## src/asr_pkg.sv

```systemverilog
// Package with pin timing and geometry constants for the static memory host controller
package asr_pkg;
  localparam int unsigned CLK_PERIOD_NS = 10;
  localparam int unsigned ADDR_W = 23;
  localparam int unsigned DATA_W = 8;
  localparam int unsigned DEPTH = 8388608;
  // Times in their own units, as printed
  localparam int unsigned STARTUP_WAIT_US = 100;
  localparam int unsigned ADDRESS_ACCESS_TIME_NS = 12;
  localparam int unsigned OUTPUT_KEEP_AFTER_ADDR_NS = 3;
  localparam int unsigned ADDR_TO_WRITE_END_NS = 9;
  localparam int unsigned ADDRESS_SETUP_BEGIN_NS = 0;
  localparam int unsigned ADDRESS_KEEP_AFTER_WRITE_NS = 0;
  localparam int unsigned DATA_SETUP_TIME_NS = 7;
  localparam int unsigned DATA_KEEP_TIME_NS = 0;
  localparam int unsigned WRITE_FLOAT_TIME_NS = 7;
  localparam int unsigned READ_CYCLE_NS = 12;
  localparam int unsigned WRITE_CYCLE_NS = 12;
  // Least times round up; one cycle at minimum
  function automatic int unsigned ceil_cyc(input int unsigned ns);
    int unsigned c;
    c = (ns + CLK_PERIOD_NS - 1) / CLK_PERIOD_NS;
    return (c < 1) ? 1 : c;
  endfunction
  localparam int unsigned STARTUP_CYC = ceil_cyc(STARTUP_WAIT_US * 1000);
  // Read sample waits for access time plus two cycles for the input synchroniser: this +1 and the count down to zero
  localparam int unsigned READ_CYC = ceil_cyc(ADDRESS_ACCESS_TIME_NS) + 1;
  // Strobe low long enough for address-to-end and float-then-setup
  localparam int unsigned WR_LOW_CYC = ceil_cyc(
      (ADDR_TO_WRITE_END_NS > (WRITE_FLOAT_TIME_NS + DATA_SETUP_TIME_NS)) ?
      ADDR_TO_WRITE_END_NS : (WRITE_FLOAT_TIME_NS + DATA_SETUP_TIME_NS));
  localparam int unsigned CNT_W = 24;
  localparam logic [CNT_W-1:0] CNT_ZERO = 24'h000000;
  localparam logic [CNT_W-1:0] CNT_ONE = 24'h000001;
  localparam logic [CNT_W-1:0] READ_CNT = CNT_W'(READ_CYC);
  localparam logic [CNT_W-1:0] WR_LOW_CNT = CNT_W'(WR_LOW_CYC);
  typedef enum logic [2:0] {
    ASR_BOOT  = 3'b000,
    ASR_IDLE  = 3'b001,
    ASR_READ  = 3'b010,
    ASR_WRITE = 3'b011,
    ASR_DONE  = 3'b100
  } asr_state_e;
endpackage

```

## src/asr_host.sv

```systemverilog
// Host controller driving an asynchronous 8M x 8 static memory over its pins
// Notes on behaviour
// - Write stores byte when low select low, high select high, strobe low.
// - Read needs both selects active, gate low and strobe high.
// - Wait at least 100 us after power-up before first access.
// - Address stable at least 9 ns before write end.
// - Address may change with zero setup at write start, zero hold after.
// - Write data present 7 ns before write end, zero hold after.
// - Data setup and hold measured from the edge that ends the write.
// - Strobe-controlled write cycle no shorter than float delay plus setup.
`timescale 1ns/10ps
module asr_host (
  input wire logic clk_i,
  input wire logic sys_rst_i,
  input wire logic ce_i,
  input wire logic req_valid_i,
  output logic req_ready_o,
  input wire logic req_write_i,
  input wire logic [asr_pkg::ADDR_W-1:0] req_addr_i,
  input wire logic [asr_pkg::DATA_W-1:0] req_wdata_i,
  output logic rsp_valid_o,
  output logic [asr_pkg::DATA_W-1:0] rsp_rdata_o,
  output logic init_done_o,
  output logic [asr_pkg::ADDR_W-1:0] location_inputs_o,
  output logic select_low_active_o,
  output logic select_high_active_o,
  output logic write_strobe_n_o,
  output logic output_gate_n_o,
  input wire logic [asr_pkg::DATA_W-1:0] byte_lines_i,
  output logic [asr_pkg::DATA_W-1:0] byte_lines_o,
  output logic byte_lines_oe_n_o
);
  asr_pkg::asr_state_e state_ff, nxt_state;
  logic [asr_pkg::CNT_W-1:0] cnt_ff, nxt_cnt;
  logic [asr_pkg::ADDR_W-1:0] addr_ff, nxt_addr;
  logic [asr_pkg::DATA_W-1:0] wdata_ff, nxt_wdata;
  logic [asr_pkg::DATA_W-1:0] rdata_ff, nxt_rdata;
  logic sel_ff, nxt_sel;
  logic we_n_ff, nxt_we_n;
  logic oe_n_ff, nxt_oe_n;
  logic drive_n_ff, nxt_drive_n;
  logic rsp_ff, nxt_rsp;
  logic init_ff, nxt_init;
  logic [asr_pkg::DATA_W-1:0] rd_sync;

  // Byte lines come from another timing domain, so they are synchronised
  asr_sync #(
    .W(asr_pkg::DATA_W)
  ) u_sync (
    .clk_i(clk_i),
    .sys_rst_i(sys_rst_i),
    .ce_i(ce_i),
    .d_i(byte_lines_i),
    .q_o(rd_sync)
  );

  always_comb begin
    nxt_state = state_ff;
    nxt_cnt = cnt_ff;
    nxt_addr = addr_ff;
    nxt_wdata = wdata_ff;
    nxt_rdata = rdata_ff;
    nxt_sel = sel_ff;
    nxt_we_n = we_n_ff;
    nxt_oe_n = oe_n_ff;
    nxt_drive_n = drive_n_ff;
    nxt_rsp = 1'b0;
    nxt_init = init_ff;
    if (ce_i) begin
      case (state_ff)
        asr_pkg::ASR_BOOT: begin
          // Deselected throughout start-up keeps the memory in standby
          if (cnt_ff == asr_pkg::CNT_ONE) begin
            nxt_state = asr_pkg::ASR_IDLE;
            nxt_init = 1'b1;
          end
          nxt_cnt = cnt_ff - asr_pkg::CNT_ONE;
        end
        asr_pkg::ASR_IDLE: begin
          if (req_valid_i) begin
            // Address, select and strobe change together: zero setup is allowed
            nxt_addr = req_addr_i;
            nxt_wdata = req_wdata_i;
            nxt_sel = 1'b1;
            if (req_write_i) begin
              nxt_state = asr_pkg::ASR_WRITE;
              nxt_we_n = 1'b0;
              nxt_oe_n = 1'b1;
              nxt_drive_n = 1'b0;
              nxt_cnt = asr_pkg::WR_LOW_CNT;
            end else begin
              nxt_state = asr_pkg::ASR_READ;
              nxt_we_n = 1'b1;
              nxt_oe_n = 1'b0;
              nxt_drive_n = 1'b1;
              nxt_cnt = asr_pkg::READ_CNT;
            end
          end
        end
        asr_pkg::ASR_READ: begin
          if (cnt_ff == asr_pkg::CNT_ZERO) begin
            // Sample before the address moves, inside the output keep window
            nxt_rdata = rd_sync;
            nxt_rsp = 1'b1;
            nxt_sel = 1'b0;
            nxt_oe_n = 1'b1;
            nxt_state = asr_pkg::ASR_DONE;
          end else begin
            nxt_cnt = cnt_ff - asr_pkg::CNT_ONE;
          end
        end
        asr_pkg::ASR_WRITE: begin
          if (cnt_ff == asr_pkg::CNT_ONE) begin
            // Strobe alone ends the write; data and address hold one more cycle
            nxt_we_n = 1'b1;
            nxt_state = asr_pkg::ASR_DONE;
          end
          nxt_cnt = cnt_ff - asr_pkg::CNT_ONE;
        end
        asr_pkg::ASR_DONE: begin
          // Recovery cycle covers the 12 ns cycle minimum and zero-hold release
          nxt_sel = 1'b0;
          nxt_drive_n = 1'b1;
          nxt_oe_n = 1'b1;
          nxt_state = asr_pkg::ASR_IDLE;
          if (!drive_n_ff) begin
            nxt_rsp = 1'b1;
          end
        end
        default: begin
          nxt_state = asr_pkg::ASR_IDLE;
          nxt_sel = 1'b0;
          nxt_we_n = 1'b1;
          nxt_oe_n = 1'b1;
          nxt_drive_n = 1'b1;
        end
      endcase
    end
  end

  always_ff @(posedge clk_i) begin
    if (sys_rst_i) begin
      state_ff <= asr_pkg::ASR_BOOT;
      cnt_ff <= asr_pkg::CNT_W'(asr_pkg::STARTUP_CYC);
      addr_ff <= '0;
      wdata_ff <= '0;
      rdata_ff <= '0;
      sel_ff <= 1'b0;
      we_n_ff <= 1'b1;
      oe_n_ff <= 1'b1;
      drive_n_ff <= 1'b1;
      rsp_ff <= 1'b0;
      init_ff <= 1'b0;
    end else begin
      state_ff <= nxt_state;
      cnt_ff <= nxt_cnt;
      addr_ff <= nxt_addr;
      wdata_ff <= nxt_wdata;
      rdata_ff <= nxt_rdata;
      sel_ff <= nxt_sel;
      we_n_ff <= nxt_we_n;
      oe_n_ff <= nxt_oe_n;
      drive_n_ff <= nxt_drive_n;
      rsp_ff <= nxt_rsp;
      init_ff <= nxt_init;
    end
  end

  assign req_ready_o = ce_i && (state_ff == asr_pkg::ASR_IDLE);
  assign rsp_valid_o = rsp_ff;
  assign rsp_rdata_o = rdata_ff;
  assign init_done_o = init_ff;
  assign location_inputs_o = addr_ff;
  assign select_low_active_o = ~sel_ff;
  assign select_high_active_o = sel_ff;
  assign write_strobe_n_o = we_n_ff;
  assign output_gate_n_o = oe_n_ff;
  assign byte_lines_o = wdata_ff;
  assign byte_lines_oe_n_o = drive_n_ff;
endmodule

```

## src/asr_sync.sv

```systemverilog
// Two-flop synchroniser for pin inputs
`timescale 1ns/10ps
module asr_sync #(
  parameter int unsigned W = 8
) (
  input wire logic clk_i,
  input wire logic sys_rst_i,
  input wire logic ce_i,
  input wire logic [W-1:0] d_i,
  output logic [W-1:0] q_o
);
  logic [W-1:0] meta_ff;
  logic [W-1:0] sync_ff;
  logic [W-1:0] nxt_meta;
  logic [W-1:0] nxt_sync;
  always_comb begin
    nxt_meta = meta_ff;
    nxt_sync = sync_ff;
    if (ce_i) begin
      nxt_meta = d_i;
      nxt_sync = meta_ff;
    end
  end
  always_ff @(posedge clk_i) begin
    if (sys_rst_i) begin
      meta_ff <= '0;
      sync_ff <= '0;
    end else begin
      meta_ff <= nxt_meta;
      sync_ff <= nxt_sync;
    end
  end
  assign q_o = sync_ff;
endmodule

```

## config.mk

```make
export PLATFORM = sky130hd
export DESIGN_NAME = asr_host
export DESIGN_NICKNAME = d
export VERILOG_FILES = /design/src/asr_pkg.sv /design/src/asr_host.sv /design/src/asr_sync.sv
export SDC_FILE = /design/constraint.sdc
export NUM_CORES = 1
export LEC_CHECK = 0
export ABC_AREA = 1
export BUFFER_PORTS_ARGS = -buffer_cell sky130_fd_sc_hd__buf_2
export CAP_MARGIN = 30
export CORE_MARGIN = 4
export CORE_UTILIZATION = 51
export CTS_BUF_LIST = sky130_fd_sc_hd__clkbuf_8
export DETAILED_ROUTE_END_ITERATION = 16
export GPL_TIMING_DRIVEN = 0
export PLACE_DENSITY = 0.84
export SLEW_MARGIN = 5
export SYNTH_ARGS = -nofsm -noshare
export SYNTH_HDL_FRONTEND = slang
export SYNTH_SLANG_ARGS = --single-unit
```

## constraint.sdc

```tcl
create_clock -name clk_i -period 1.5 [get_ports clk_i]
set_input_delay 0.3 -clock clk_i [delete_from_list [all_inputs] [get_ports clk_i]]
set_output_delay 0.3 -clock clk_i [all_outputs]
set_load 0.02 [all_outputs]
```

==> results by group <==
Synthesis
  – Synth cell types: 32
  – Synth Area per Inst: 6.92 sq um
  – Post-synthesis cell count: 586
  – Yosys reg bits: 88
  – Seq/Total Area, Yosys: 43.5%
  – Post-Syn Area: 4050 sq um
  – Mapped Nets: 633
  – Top post-synthesis cells by area: dfxtp_1 (43%), nor2_1 (18%), nand2_1 (8.3%)
  – Yosys top cell area share: 43.5%
  – Synth warn: 0
  – Cell taking the most area after synthesis: dfxtp_1

Routing
  – Post-DRT Antenna Nets: 0
  – Pre-antenna DRT Iters: 6
  – Vias: 4753
  – Vias per cell: 5.67
  – DRC: 0
  – Routed len/inst: 17.0 um
  – DRT iter0 DRCs: 334
  – Total wire length: 14300 um

Floorplan
  – Core area: 7730 sq um
  – Die Wd: 97.1 um
  – I/O Pins: 91
  – Die Ht: 97.1 um
  – Placement row count: 32
  – Die area: 9440 sq um
  – Initial core utilization: 52.4%

Critical path
  – Worst path required time: 1.79 ns
  – CP delay by family, top: simple AND/OR/NAND/NOR gates
  – Crit path top cell by count: nor2_4
  – Slowest stage delay, CP: 0.49 ns
  – CP arrival: 2.06 ns
  – CP endpoint kind: flip-flop
  – Buffers & Inverters on Critical Path: 2
  – Worst Setup Start Kind: flip-flop
  – CP Cell Sequence: nor2_4 -> nand2_2 -> nor2_4 -> nand3_4 -> nor2_4 -> nor2_4 -> buf_4 -> nand2_1 -> nand2_1 -> inv_1 -> nor2_1
  – WS Path Type: flip-flop to flip-flop
  – CP Max Fanout: 6
  – CP max-delay cell: dfxtp_1

Clock network
  – Clock transition at the registers of the reported paths: 0.10 ns
  – CTS Hold Bufs: 0
  – Root Driver: clkbuf_8
  – Clk_lat worst skew: 0.36 ns
  – Cts bufs inserted: 9
  – CTS tree: yes
  – Clk buf depth: 2
  – CTS sink cnt: 88
  – H-tree depth: 3

Finish
  – Layout cells sized above 1: 40.6%
  – Post-layout nets: 778
  – Ant diodes: 0
  – Area grow syn2layout: 42.0%

Placement
  – Global placer's final weighted congestion: 0.990
  – Detail Placement HPWL: 8050 um
  – IO Port Bufs: 89

Timing
  – Final Slew Violations: 0
  – Post-Route Setup TNS: -6.78 ns
  – Rel. slew slack: 48.1%
  – Setup WS post-layout: -0.271 ns
  – Worst-Margin Slew: 0.778 ns
  – Peak Freq: 565 MHz
  – Period minus WS final: 1.77 ns
  – Clock skew: 0.0108 ns
  – Tcrit/Tclk final: 118%
  – Final hold vios: 0
  – Unrepaired setup endpoints after global routing: yes
  – Final setup viols: 40

Power and ir drop
  – Tot Pwr: 8.99 mW
  – Peak supply drop: 1.14 mV
  – Pwr dens: 1560 nW/um^2
  – Leakage: 2.50 nW

GRT
  – First-pass GRT wire length: 19700 um
  – Total GRT Usage: 25.0%
  – GRT Residual Overflow: 0
  – Vias in the first global route: 4277
  – Initial antenna violation count: 0
  – Largest net degree at the start of global routing: 17

Outcome
  – Failing checks: negative setup slack
  – Outcome: complete, but fails checks

Min path
  – Worst hold-check path type: input pin to flip-flop

Job
  – Max-cap viol count: 0
## state kept, by name (all words and copies together) (netlist names)
register,cells
rsp_rdata_o,8
u_sync.q_o,8
cnt_ff,24
rsp_valid_o,1
output_gate_n_o,1
select_high_active_o,1
u_sync.meta_ff,8
write_strobe_n_o,1
init_done_o,1
byte_lines_o,8
byte_lines_oe_n_o,1
state_ff,3
location_inputs_o,23
## per-stage QoR
stage	utilization (%)	hold WS [ns]	instances	area, sq um	setup slack (ns)
after floorplan	-	0.377	586	4060	0.00243
after global placement	59.9	0.454	777	4630	-0.219
after detailed placement	59.9	0.466	777	4630	-0.283
after CTS	67.3	0.155	819	5200	-0.0859
after global routing	74.5	0.175	838	5750	-0.339
final	74.5	0.161	838	5750	-0.271
## where the power goes
group | internal (mW) | leakage, nW | switching (mW)
Combinational | 1.73 | 1.68 | 2.70
Clock | 0.623 | 0.0919 | 0.929
Sequential | 2.68 | 0.727 | 0.333
## final cells by class
| class | instances | area (sq um) |
|---|---|---|
| Buffer | 24 | 163 |
| Timing Repair Buffer | 133 | 862 |
| Fill cell | 564 | 1970 |
| Clock inverter | 7 | 55.1 |
| Multi-Input combinational cell | 444 | 2470 |
| Tap cell | 102 | 128 |
| Clock buffer | 9 | 124 |
| Sequential cell | 88 | 1820 |
| Inverter | 31 | 134 |
## cell usage in the layout, fill, tap and decap left out, drive strengths merged
master	n
nor2	207
clkbuf	27
o211ai	1
nand3	38
buf	139
nor4	1
ha	3
a21o	1
xor2	7
or2	2
inv	34
xnor2	2
nand2	91
a21oi	14
nand4	9
dfxtp	88
clkinv	3
nand3b	1
o21ai	63
nor3	4
clkinvlp	1
## path summary, 6_finish.rpt
| check | depth (start not counted) | end | startpoint | slack (ns) |
|---|---|---|---|---|
| hold reg to reg | 2 | rsp_rdata_o[0] | rsp_rdata_o[0] | 0.49 |
| setup / recovery | 11 | cnt_ff[11] | cnt_ff[4] | -0.27 |
| hold / removal | 3 | u_sync.meta_ff[2] | byte_lines_i[2] | 0.16 |
| setup reg to reg | 11 | cnt_ff[11] | cnt_ff[4] | -0.27 |
## tightest hold or removal path, cell delays in order
cell    delay [ns]
buf_2         0.08
nor2_1        0.03
nor2_1        0.08
## metal layers
layer  global-route usage, %  wire length (um)  up-vias
met5                       0                 0        -
met4                    9.50               919        0
met3                    6.68              1320      115
met2                    42.7              6700      330
met1                    29.8              5310     2145
li1                        -                 -     2163
## cells in the mapped netlist (all sizes together)
| cell | instances |
|---|---|
| nand4 | 9 |
| nand3b | 1 |
| a21oi | 14 |
| o211ai | 1 |
| buf | 11 |
| dfxtp | 88 |
| inv | 31 |
| xnor2 | 2 |
| clkbuf | 13 |
| nor3 | 4 |
| or2 | 2 |
| a21o | 1 |
| xor2 | 7 |
| ha | 3 |
| nand2 | 91 |
| nor4 | 1 |
| o21ai | 63 |
| nor2 | 207 |
| nand3 | 37 |
## logic make-up after synthesis
logic type / share of synthesized area [%]
and+or+nand+nor: 36.5
adders and majority gates: 0.926
buffers and inverters: 5.99
DFF: 43.5
xor gates and xnor gates: 1.95
AOI/OAI and AO/OA: 11.2
## timing repair
action	in CTS	in global routing
pin swaps	22	32
endpoints found under the hold margin	0	0
resized for setup	79	109
cloned	1	4
buffers inserted	25	15
setup endpoints to repair	69	65
(Power assumes the default switching activity.)
